### config.mk
export PLATFORM = sky130hd
export DESIGN_NAME = relay_output_pulser
export DESIGN_NICKNAME = d
export VERILOG_FILES = /design/src/hdl/relay_pkg.sv /design/src/hdl/energy_weigher.sv /design/src/hdl/relay_output_pulser.sv
export SDC_FILE = /design/constraint.sdc
export NUM_CORES = 1
export LEC_CHECK = 0
export ABC_AREA = 1
export BUFFER_PORTS_ARGS = -buffer_cell sky130_fd_sc_hd__buf_2
export CAP_MARGIN = 20
export CORE_UTILIZATION = 50
export CTS_BUF_LIST = sky130_fd_sc_hd__clkbuf_16
export CTS_CLUSTER_SIZE = 25
export DETAILED_ROUTE_END_ITERATION = 7
export PLACE_DENSITY = 0.72
export SYNTH_ARGS = -nofsm -noshare
export SYNTH_HDL_FRONTEND = slang
export SYNTH_SLANG_ARGS = --single-unit
### constraint.sdc
create_clock -name pclk -period 9.2 [get_ports pclk]
set_input_delay 1.38 -clock pclk [delete_from_list [all_inputs] [get_ports pclk]]
set_output_delay 1.38 -clock pclk [all_outputs]
set_load 0.1 [all_outputs]
### src/hdl/relay_pkg.sv
package relay_pkg;
  // register byte offsets
  localparam logic [7:0] OFS_CTRL = 8'h00;
  localparam logic [7:0] OFS_WIDTH = 8'h04;
  localparam logic [7:0] OFS_WEIGHT = 8'h08;
  localparam logic [7:0] OFS_CMD = 8'h0C;
  localparam logic [7:0] OFS_STATUS = 8'h10;
  // ctrl fields
  localparam int CTRL_MODE_LSB = 0;
  localparam int CTRL_POL_BIT = 2;
  localparam int CTRL_SRC_LSB = 4;
  // cmd fields (write-one pulses)
  localparam int CMD_SET_BIT = 0;
  localparam int CMD_CLEAR_BIT = 1;
  localparam int CMD_PULSE_BIT = 2;
  // status fields
  localparam int STAT_ACTIVE_BIT = 0;
  localparam int STAT_DRIVE_BIT = 1;
  localparam int STAT_BUSY_BIT = 2;
  localparam int STAT_PEND_LSB = 8;
  // pulse width in ms, and weight in tenths of an energy unit
  localparam int WIDTH_MIN_MS = 20;
  localparam int WIDTH_MAX_MS = 1000;
  localparam logic [9:0] WIDTH_RST_MS = 10'd100;
  localparam int WEIGHT_MIN_TENTHS = 1;
  localparam int WEIGHT_MAX_TENTHS = 10000;
  localparam logic [13:0] WEIGHT_RST_TENTHS = 14'h000A;
  localparam int MAINS_HZ_DEFAULT = 50;
  localparam int N_SOURCES = 6;

  typedef enum logic [1:0] {
    MODE_FOLLOW, MODE_HOLD, MODE_TIMED_PULSE, MODE_TRANSITION_PULSE
  } relay_mode_e;

  // 0 = none, 1..6 are the accumulators
  typedef enum logic [2:0] {
    SRC_NONE, ACTIVE_IMPORT_SOURCE, ACTIVE_EXPORT_SOURCE, REACTIVE_IMPORT_SOURCE,
    REACTIVE_EXPORT_SOURCE, REACTIVE_TOTAL_SOURCE, APPARENT_TOTAL_SOURCE
  } pulse_source_e;
endpackage

### src/hdl/energy_weigher.sv
// accumulates tenth-unit energy quanta and emits one pulse per weight
module energy_weigher
  import relay_pkg::*;
#(
  parameter int ACC_W = 15
) (
  input wire logic pclk, // clock
  input wire logic presetn, // async reset, active low
  input wire logic ce, // clock enable
  input wire logic quantum, // one tenth unit arrived
  input wire logic [13:0] weight, // tenths per pulse
  output logic pulse_q // one pulse per weight
);
  logic [ACC_W-1:0] acc_q;
  logic [13:0] wt;

  // a zero weight would pulse every quantum; clamp it to the least
  assign wt = (weight < 14'(WEIGHT_MIN_TENTHS)) ? 14'(WEIGHT_MIN_TENTHS) : weight;

  always_ff @(posedge pclk or negedge presetn) begin
    if (!presetn) begin
      acc_q <= '0;
      pulse_q <= 1'b0;
    end else if (ce) begin
      pulse_q <= 1'b0;
      if (quantum) begin
        if (acc_q + 15'd1 >= {1'b0, wt}) begin
          acc_q <= '0;
          pulse_q <= 1'b1;
        end else begin
          acc_q <= acc_q + 15'd1;
        end
      end
    end
  end
endmodule

### src/hdl/relay_output_pulser.sv
module relay_output_pulser
  import relay_pkg::*;
#(
  parameter int MAINS_HZ = MAINS_HZ_DEFAULT,
  parameter int PEND_W = 8
) (
  input wire logic pclk, // 125 MHz clock
  input wire logic presetn, // async reset, active low
  input wire logic clk_en, // freezes all state when low
  input wire logic psel, // apb select
  input wire logic penable, // apb enable
  input wire logic pwrite, // apb direction
  input wire logic [7:0] paddr, // apb byte address
  input wire logic [31:0] pwdata, // apb write data
  output logic [31:0] prdata, // apb read data
  output logic pready, // apb ready
  output logic pslverr, // apb error
  input wire logic cycle_tick, // one pulse per mains cycle
  input wire logic setpoint_op, // control setpoint operated
  input wire logic [N_SOURCES-1:0] energy_quantum, // tenth-unit pulses per accumulator
  output logic relay_drive // relay coil energised
);
  logic [1:0] mode_q;
  logic pol_q;
  logic [2:0] src_q;
  logic [9:0] width_ms_q;
  logic [13:0] weight_q;
  logic active_q;
  logic sp_d1_q;
  logic busy_q;
  logic in_pause_q;
  logic [9:0] cyc_cnt_q;
  logic [PEND_W-1:0] pend_q;
  logic cmd_set, cmd_clear, cmd_pulse;
  logic wr_acc, rd_acc;
  logic quantum, energy_pulse;
  logic [9:0] width_cycles;
  logic sp_rise;
  logic issue;
  logic rdata_ok;
  logic [31:0] rdata;
  logic [19:0] prod;

  assign wr_acc = clk_en && psel && penable && pwrite;
  assign rd_acc = clk_en && psel && !penable && !pwrite;
  assign cmd_set = wr_acc && paddr == OFS_CMD && pwdata[CMD_SET_BIT];
  assign cmd_clear = wr_acc && paddr == OFS_CMD && pwdata[CMD_CLEAR_BIT];
  assign cmd_pulse = wr_acc && paddr == OFS_CMD && pwdata[CMD_PULSE_BIT];

  // pready is always high in access phase: zero wait states
  always_ff @(posedge pclk or negedge presetn) begin
    if (!presetn) begin
      pready <= 1'b0;
    end else if (clk_en) begin
      pready <= psel && !penable;
    end
  end

  // ---- configuration registers ----
  always_ff @(posedge pclk or negedge presetn) begin
    if (!presetn) begin
      mode_q <= MODE_FOLLOW;
      pol_q <= 1'b0;
      src_q <= SRC_NONE;
    end else if (wr_acc && paddr == OFS_CTRL) begin
      mode_q <= pwdata[CTRL_MODE_LSB +: 2];
      pol_q <= pwdata[CTRL_POL_BIT];
      // out-of-range codes fall back to no source
      src_q <= (pwdata[CTRL_SRC_LSB +: 3] > 3'(N_SOURCES)) ? 3'(SRC_NONE) : pwdata[CTRL_SRC_LSB +: 3];
    end
  end

  always_ff @(posedge pclk or negedge presetn) begin
    if (!presetn) begin
      width_ms_q <= WIDTH_RST_MS;
    end else if (wr_acc && paddr == OFS_WIDTH) begin
      // clamp into the accepted range
      if (pwdata[15:0] < 16'(WIDTH_MIN_MS)) begin
        width_ms_q <= 10'(WIDTH_MIN_MS);
      end else if (pwdata[15:0] > 16'(WIDTH_MAX_MS)) begin
        width_ms_q <= 10'(WIDTH_MAX_MS);
      end else begin
        width_ms_q <= pwdata[9:0];
      end
    end
  end

  always_ff @(posedge pclk or negedge presetn) begin
    if (!presetn) begin
      weight_q <= WEIGHT_RST_TENTHS;
    end else if (wr_acc && paddr == OFS_WEIGHT) begin
      if (pwdata[15:0] < 16'(WEIGHT_MIN_TENTHS)) begin
        weight_q <= 14'(WEIGHT_MIN_TENTHS);
      end else if (pwdata[15:0] > 16'(WEIGHT_MAX_TENTHS)) begin
        weight_q <= 14'(WEIGHT_MAX_TENTHS);
      end else begin
        weight_q <= pwdata[13:0];
      end
    end
  end

  // ---- width in mains cycles, rounded up ----
  // cycles = ceil(ms * hz / 1000); combinational divide by constant is fine at 1 kHz-scale widths
  // widen both factors first: a 10-bit product would wrap above 1023
  assign prod = 20'(width_ms_q) * 20'(MAINS_HZ);
  assign width_cycles = 10'((prod + 20'd999) / 20'd1000);

  // ---- energy source ----
  // source only applies in the two pulse modes; others ignore it
  assign quantum = (src_q != SRC_NONE) && (mode_q == MODE_TIMED_PULSE || mode_q == MODE_TRANSITION_PULSE)
                   && energy_quantum[3'(src_q - 3'd1)];

  energy_weigher #(.ACC_W(15)) u_weigher (
    .pclk(pclk),
    .presetn(presetn),
    .ce(clk_en),
    .quantum(quantum),
    .weight(weight_q),
    .pulse_q(energy_pulse)
  );

  // ---- pending pulse queue ----
  // a pulse command or an energy pulse adds one, both in one cycle add only one; a saturated queue drops the excess
  assign issue = (pend_q != '0) && !busy_q;
  always_ff @(posedge pclk or negedge presetn) begin
    if (!presetn) begin
      pend_q <= '0;
    end else if (clk_en) begin
      if (mode_q != MODE_TIMED_PULSE && mode_q != MODE_TRANSITION_PULSE) begin
        pend_q <= '0;
      end else begin
        case ({energy_pulse || cmd_pulse, issue})
          2'b10: pend_q <= (&pend_q) ? pend_q : pend_q + PEND_W'(1);
          2'b01: pend_q <= pend_q - PEND_W'(1);
          default: pend_q <= pend_q;
        endcase
      end
    end
  end

  // ---- pulse/pause timer ----
  // in transition mode the timer spaces toggles so the counter sees each state for the width
  always_ff @(posedge pclk or negedge presetn) begin
    if (!presetn) begin
      busy_q <= 1'b0;
      in_pause_q <= 1'b0;
      cyc_cnt_q <= '0;
    end else if (clk_en) begin
      if (issue) begin
        busy_q <= 1'b1;
        in_pause_q <= 1'b0;
        cyc_cnt_q <= width_cycles;
      end else if (busy_q && cycle_tick) begin
        if (cyc_cnt_q > 10'd1) begin
          cyc_cnt_q <= cyc_cnt_q - 10'd1;
        end else if (!in_pause_q && mode_q == MODE_TIMED_PULSE) begin
          in_pause_q <= 1'b1;
          cyc_cnt_q <= width_cycles;
        end else begin
          busy_q <= 1'b0;
          in_pause_q <= 1'b0;
          cyc_cnt_q <= '0;
        end
      end
    end
  end

  // ---- relay active state ----
  always_ff @(posedge pclk or negedge presetn) begin
    if (!presetn) begin
      sp_d1_q <= 1'b0;
    end else if (clk_en) begin
      sp_d1_q <= setpoint_op;
    end
  end
  assign sp_rise = setpoint_op && !sp_d1_q;

  always_ff @(posedge pclk or negedge presetn) begin
    if (!presetn) begin
      active_q <= 1'b0;
    end else if (clk_en) begin
      case (relay_mode_e'(mode_q))
        MODE_FOLLOW: active_q <= setpoint_op || cmd_set;
        MODE_HOLD: begin
          if (sp_rise || cmd_set) begin
            active_q <= 1'b1;
          end else if (cmd_clear) begin
            active_q <= 1'b0;
          end
        end
        MODE_TIMED_PULSE: begin
          if (issue) begin
            active_q <= 1'b1;
          end else if (busy_q && cycle_tick && cyc_cnt_q <= 10'd1 && !in_pause_q) begin
            active_q <= 1'b0;
          end
        end
        MODE_TRANSITION_PULSE: begin
          if (issue) begin
            active_q <= !active_q;
          end
        end
        default: active_q <= 1'b0;
      endcase
    end
  end

  // ---- coil drive with polarity ----
  always_ff @(posedge pclk or negedge presetn) begin
    if (!presetn) begin
      relay_drive <= 1'b0;
    end else if (clk_en) begin
      relay_drive <= pol_q ? !active_q : active_q;
    end
  end

  // ---- read mux ----
  always_comb begin
    rdata = '0;
    rdata_ok = 1'b1;
    case (paddr)
      OFS_CTRL: begin
        rdata[CTRL_MODE_LSB +: 2] = mode_q;
        rdata[CTRL_POL_BIT] = pol_q;
        rdata[CTRL_SRC_LSB +: 3] = src_q;
      end
      OFS_WIDTH: rdata[9:0] = width_ms_q;
      OFS_WEIGHT: rdata[13:0] = weight_q;
      OFS_CMD: rdata = '0;
      OFS_STATUS: begin
        rdata[STAT_ACTIVE_BIT] = active_q;
        rdata[STAT_DRIVE_BIT] = relay_drive;
        rdata[STAT_BUSY_BIT] = busy_q;
        rdata[STAT_PEND_LSB +: PEND_W] = pend_q;
      end
      default: rdata_ok = 1'b0;
    endcase
  end

  always_ff @(posedge pclk or negedge presetn) begin
    if (!presetn) begin
      prdata <= '0;
      pslverr <= 1'b0;
    end else if (clk_en) begin
      if (psel && !penable) begin
        prdata <= rd_acc ? rdata : '0;
        pslverr <= !rdata_ok || (paddr[1:0] != 2'b00);
      end
    end
  end
endmodule

Word level (Yosys, flattened, before mapping). Index checks and enable logic that the tools add are counted.

Add/sub/neg operators: 6. Multiply operators: 1. Div/mod/pow operators: 1. Magnitude comparators: 10. Equality and inequality tests: 17. Mux-type cells: 42. Reductions and logical operators: 50.

Operator list (count): 10-bit two-way mux (6); 14-bit two-way mux (3); 1-bit logical AND (22); 20-bit by 10-bit divider with 20-bit output, second input constant (1); 1-bit two-way mux (18); 16-bit by 10-bit adder with 17-bit output, second input constant (1); 8-bit by 4-bit == test with 1-bit output, second input constant (2); 16-bit by 10-bit greater-than comparator with 1-bit output, second input constant (1); 16-bit by 14-bit greater-than comparator with 1-bit output, second input constant (1); 16-bit by 1-bit less-than comparator with 1-bit output, second input constant (1); 16-bit by 5-bit less-than comparator with 1-bit output, second input constant (1); 16-bit two-way mux (1); 8-bit two-way mux (2); 8-bit case mux with 2 select lines (1); 15-bit by 1-bit adder with 15-bit output, second input constant (1); 15-bit by 14-bit greater-or-equal comparator with 1-bit output (1); 10-bit by 5-bit multiplier with 15-bit output, second input constant (1); 15-bit two-way mux (1); 14-bit by 1-bit less-than comparator with 1-bit output, second input constant (1); 3-bit case mux with 4 select lines (1); 10-bit by 1-bit greater-than comparator with 1-bit output, second input constant (1); 10-bit by 1-bit less-or-equal comparator with 1-bit output, second input constant (1); 2-bit != test, second input constant (5); 10-bit by 1-bit subtractor with 10-bit output, second input constant (1); 31 further kinds (52).

Register bits: 103. Input bits: 54. Output and inout bits: 35. Word-level logic and storage cells: 144.

Depth between registers and ports, before layout.
Depth after elaboration: 9. Mapped depth: 71. Gate-level depth less buffers: 68.

Cells and area by module. From an unflattened synthesis, not the netlist that was laid out.

Cells, all modules: 1375. Area total of the unflattened synthesis: 9157.5 sq um.

By module, submodules not included: relay_output_pulser (instances 1, cells each 1141, area an instance 7631.1 sq um, seq. area each 1783.0 sq um); energy_weigher (instances 1, cells each 234, area an instance 1526.5 sq um, seq. area each 400.4 sq um).

Least setup slack after synthesis. No wires, ideal clock.

Path type: reg-to-reg. From: reg width_ms_q[2]. To: reg cyc_cnt_q[0]. Library setup time: 0.073 ns. Arrival: 7.018 ns. Data required time: 9.127 ns. Path slack: 2.109 ns. Stages on the path, launching flop included: 60. Buffers on the path: 4. Period minus slack after synthesis: 7.091 ns. Cell sequence: dfstp_2 -> ha_1 -> inv_1 -> ha_1 -> ha_1 -> inv_1 -> fa_1 -> inv_2 -> nor2_1 -> nand2_1 -> a21oi_1 -> nand2_1 -> xnor2_1 -> nand2_1 -> nand2_2 -> nor2_2 -> nand2_4 -> nand2_8 -> [24 not listed] -> nand2_2 -> nand2_4 -> nand2_4 -> buf_8 -> nand2_2 -> o21ai_2 -> nand2_1 -> nand3_4 -> nand2_4 -> nand2_1 -> nand2_1 -> inv_1 -> nand2_1 -> nor2_1 -> nand2_1 -> nand2_1 -> nand2_1 -> a21oi_2.

Word-level cells in the longest chain between the ends: 7.

Ends and longest elaborated chain: from (decl) (RTL line relay_output_pulser.sv:26) `logic [9:0] width_ms_q;`; from (signal assigned) (RTL line relay_output_pulser.sv:79) `width_ms_q <= 10'(WIDTH_MIN_MS);`; from (signal assigned) (RTL line relay_output_pulser.sv:81) `width_ms_q <= 10'(WIDTH_MAX_MS);`; from (signal assigned) (RTL line relay_output_pulser.sv:83) `width_ms_q <= pwdata[9:0];`; 10-bit by 5-bit multiplier with 15-bit output * (RTL line relay_output_pulser.sv:105) `assign prod = 20'(width_ms_q) * 20'(MAINS_HZ);`; 16-bit by 10-bit adder with 17-bit output * (RTL line relay_output_pulser.sv:106) `assign width_cycles = 10'((prod + 20'd999) / 20'd1000);`; 20-bit by 10-bit divider with 20-bit output * (RTL line relay_output_pulser.sv:106); 10-bit two-way mux (RTL line relay_output_pulser.sv:156) `end else if (!in_pause_q && mode_q == MODE_TIMED_PULSE) begin`; 10-bit two-way mux (RTL line relay_output_pulser.sv:154) `if (cyc_cnt_q > 10'd1) begin`; 10-bit two-way mux (RTL line relay_output_pulser.sv:153) `end else if (busy_q && cycle_tick) begin`; 10-bit two-way mux * (RTL line relay_output_pulser.sv:149) `if (issue) begin`; to (signal assigned) (RTL line relay_output_pulser.sv:152) `cyc_cnt_q <= width_cycles;`; to (signal assigned) (RTL line relay_output_pulser.sv:155) `cyc_cnt_q <= cyc_cnt_q - 10'd1;`; to (signal assigned) (RTL line relay_output_pulser.sv:158) `cyc_cnt_q <= width_cycles;`; to (decl) (RTL line relay_output_pulser.sv:32) `logic [9:0] cyc_cnt_q;`.

Every way passes the cells marked *; elsewhere a longest branch is shown, timed or not. The select of a mux whose other input is x is not followed. A chain may end at the register's enable or synchronous reset.

Worst setup path after layout. Ends and elaborated chain as after synthesis.

==> results.cfg <==
[run_status]
status = finished clean

[synthesis]
synth_common_cells = nand2_1 (310), inv_1 (202), nor2_1 (110), nand3_1 (90), dfrtp_1 (82)
ys_warn_count = 0
ys_seq_area_share_pct = 24.4
synth_seq_cells = 87
ys_types = 58
syn_inst = 1321
synthTopCellsByArea = dfrtp_1 (23%), nand2_1 (13%), ha_1 (8.8%)
synth_ff_type = dfrtp_1
async_reset_ff_share_pct = 100
synthMostInstantiatedCell = nand2_1
synth_area_sq_um = 8940
avgSynthCellArea_sq_um = 6.77
yosysTopAreaCellShare_pct = 23.0
post-synth-top-area-cell = dfrtp_1
synth_edf_count = 0

[detailed_routing]
num_vias = 8567
vias_per_cell = 5.35
first_pass_iters = 5
drc = 0
wl_per_cell_microns = 13.3
wirelength_mm = 21.3
antenna_left = 0
initialDrtViolationCount = 459

[clocking]
ctsRootBufferMaster = clkbuf_16
path_clk_slew_ns = 0.07
numCtsBuffers = 9
cts_buffer_depth = 2
htreeDepth = 3
cts_tree = done
clk_latency_ns = 0.34
cts_setup_buffers = 0
cts.sinks = 87

[cells_and_area]
diodes = 0
area.growth.synth_to_final_pct = 7.74
drive_gt1_share_pct = 13.7
fin_nets = 1495

[floorplan]
die-area_sq_um = 18400
initial_core_util_pct = 51.5
core_sq_um = 17400
fp-row-count = 48
fp.dieW_microns = 136
dieHeight_microns = 136
boundaryPins = 89

[setup_path]
required_ns = 9.43
r2r_cells = 55
critPathMaxStageDelay_ns = 0.62
critPathSlowestCell = dfstp_2
timing.rr.start = width_ms_q[2]
crit_type = flip-flop to flip-flop
worst-r2r-setup-slack_ns = 0.94
cp_data_arrival_time_ns = 8.48
end_kind = flip-flop
start_kind = flip-flop
crit_fanout = 16
timing.rr.end = cyc_cnt_q[0]
cp_common_cell = nand2_1

[sta]
fin_setup_tns_ns = 0
finalHoldViolations = 0
fin_crit_ns = 8.26
rsz0062_at_grt = false
tightest_slew_ns = 1.04
relSlewSlack_pct = 30.5
finalClockSkew_ns = 0.00548
setup_viol = 0
fmax_mhz = 121
finalMaxSlewViolations = 0
finalCritPeriodShare_pct = 89.8

[placed_design]
port_buffers = 56
place_congestion = 0.891
place_hpwl_mm = 17.1

[global_routing]
grt_pass1_wl_mm = 36.5
track_usage_pct = 24.3
grt_pass1_vias = 7800
grt.overflow.total = 0
grt_max_degree = 72
antenna_found_initial = 0

[min_path]
holdPathStages = 1
hold_end = cyc_cnt_q[7]
hold_path.class = flip-flop to flip-flop
hp-start = cyc_cnt_q[7]

[run]
cap_viol_max_count = 0
-- through the flow --
step                worst slack (ns)  cells  area (sq um)  hold WS, ns  utilization, %
floorplan                       2.11   1336          9000        0.434               -
global placement               0.967   1586          9350        0.451            53.8
detailed placement             0.875   1586          9350        0.452            53.8
CTS                            0.830   1602          9620        0.461            55.4
global route                  0.0968   1602          9630        0.505            55.5
finish                         0.942   1602          9630        0.459            55.5
-- what timing repair did --
item,in CTS,in global routing
hold buffers,0,0
endpoints found under the setup margin,0,1
resized for setup,0,2
-- worst max-delay path, delay by kind of cell (launching register included) --
family	cells	cell delay [ns]
flops	1	0.62
simple gates	41	4.65
xor+xnor	2	0.69
compound gates	3	0.51
fa+ha+maj	4	1.38
buf+inv	5	0.28
-- cell usage in the layout (no fill, tap or decap), types with 16 or more instances in the layout --
master     n
nand2_1  310
inv_1    202
nor2_1   110
nand3_1   90
dfrtp_1   82
o21ai_0   79
ha_1      63
buf_2     55
xor2_1    37
nand2_2   37
a21oi_1   35
nand4_1   29
nor3_1    21
conb_1    16
-- state kept, by name (all words and copies together), names as in the netlist, 2 cells and up --
| name | flops |
|---|---|
| cyc_cnt_q | 10 |
| mode_q | 2 |
| pend_q | 8 |
| prdata | 16 |
| src_q | 3 |
| u_weigher.acc_q | 15 |
| weight_q | 14 |
| width_ms_q | 10 |
-- layer usage --
metal,share of wire [%],vias up,global-route usage [%]
met5,0,-,0
met4,1.3,0,6.18
met3,5.3,24,2.06
met2,45,221,39.9
met1,48,3951,34.3
li1,-,4371,-
-- cell type report --
cell class              count  area (sq um)
fillers                  1723          7720
inverters                 223           840
flip-flops and latches     87          2180
clock inverters             7          48.8
repair buffers             58           298
multi-input cells         993          5760
clock buffers               9           225
well taps                 225           282
-- cell families after synthesis --
logic type                 after synthesis  synth area share (%)
and+or+nand+nor                        653                  34.1
DFF                                     87                  24.4
adders and majority gates               69                  10.2
xor gates and xnor gates                54                  5.46
other                                    1                0.0419
AOI/OAI and AO/OA                      201                  13.9
buffers and inverters                  256                  12.0
-- worst max path at each step --
stage	from	to	slack (ns)	cells past startpoint
final	width_ms_q[2]	cyc_cnt_q[0]	0.94	55
after floorplan	width_ms_q[2]	cyc_cnt_q[0]	2.11	59
after detailed placement	width_ms_q[2]	cyc_cnt_q[0]	0.88	56
after CTS	width_ms_q[2]	cyc_cnt_q[0]	0.83	56
after global routing	width_ms_q[6]	cyc_cnt_q[0]	0.1	58
after global placement	width_ms_q[2]	cyc_cnt_q[0]	0.97	56
Power is left out: the tool's default activity adds up to more than one toggle a clock period on the data nets, which glitch-free logic cannot reach.
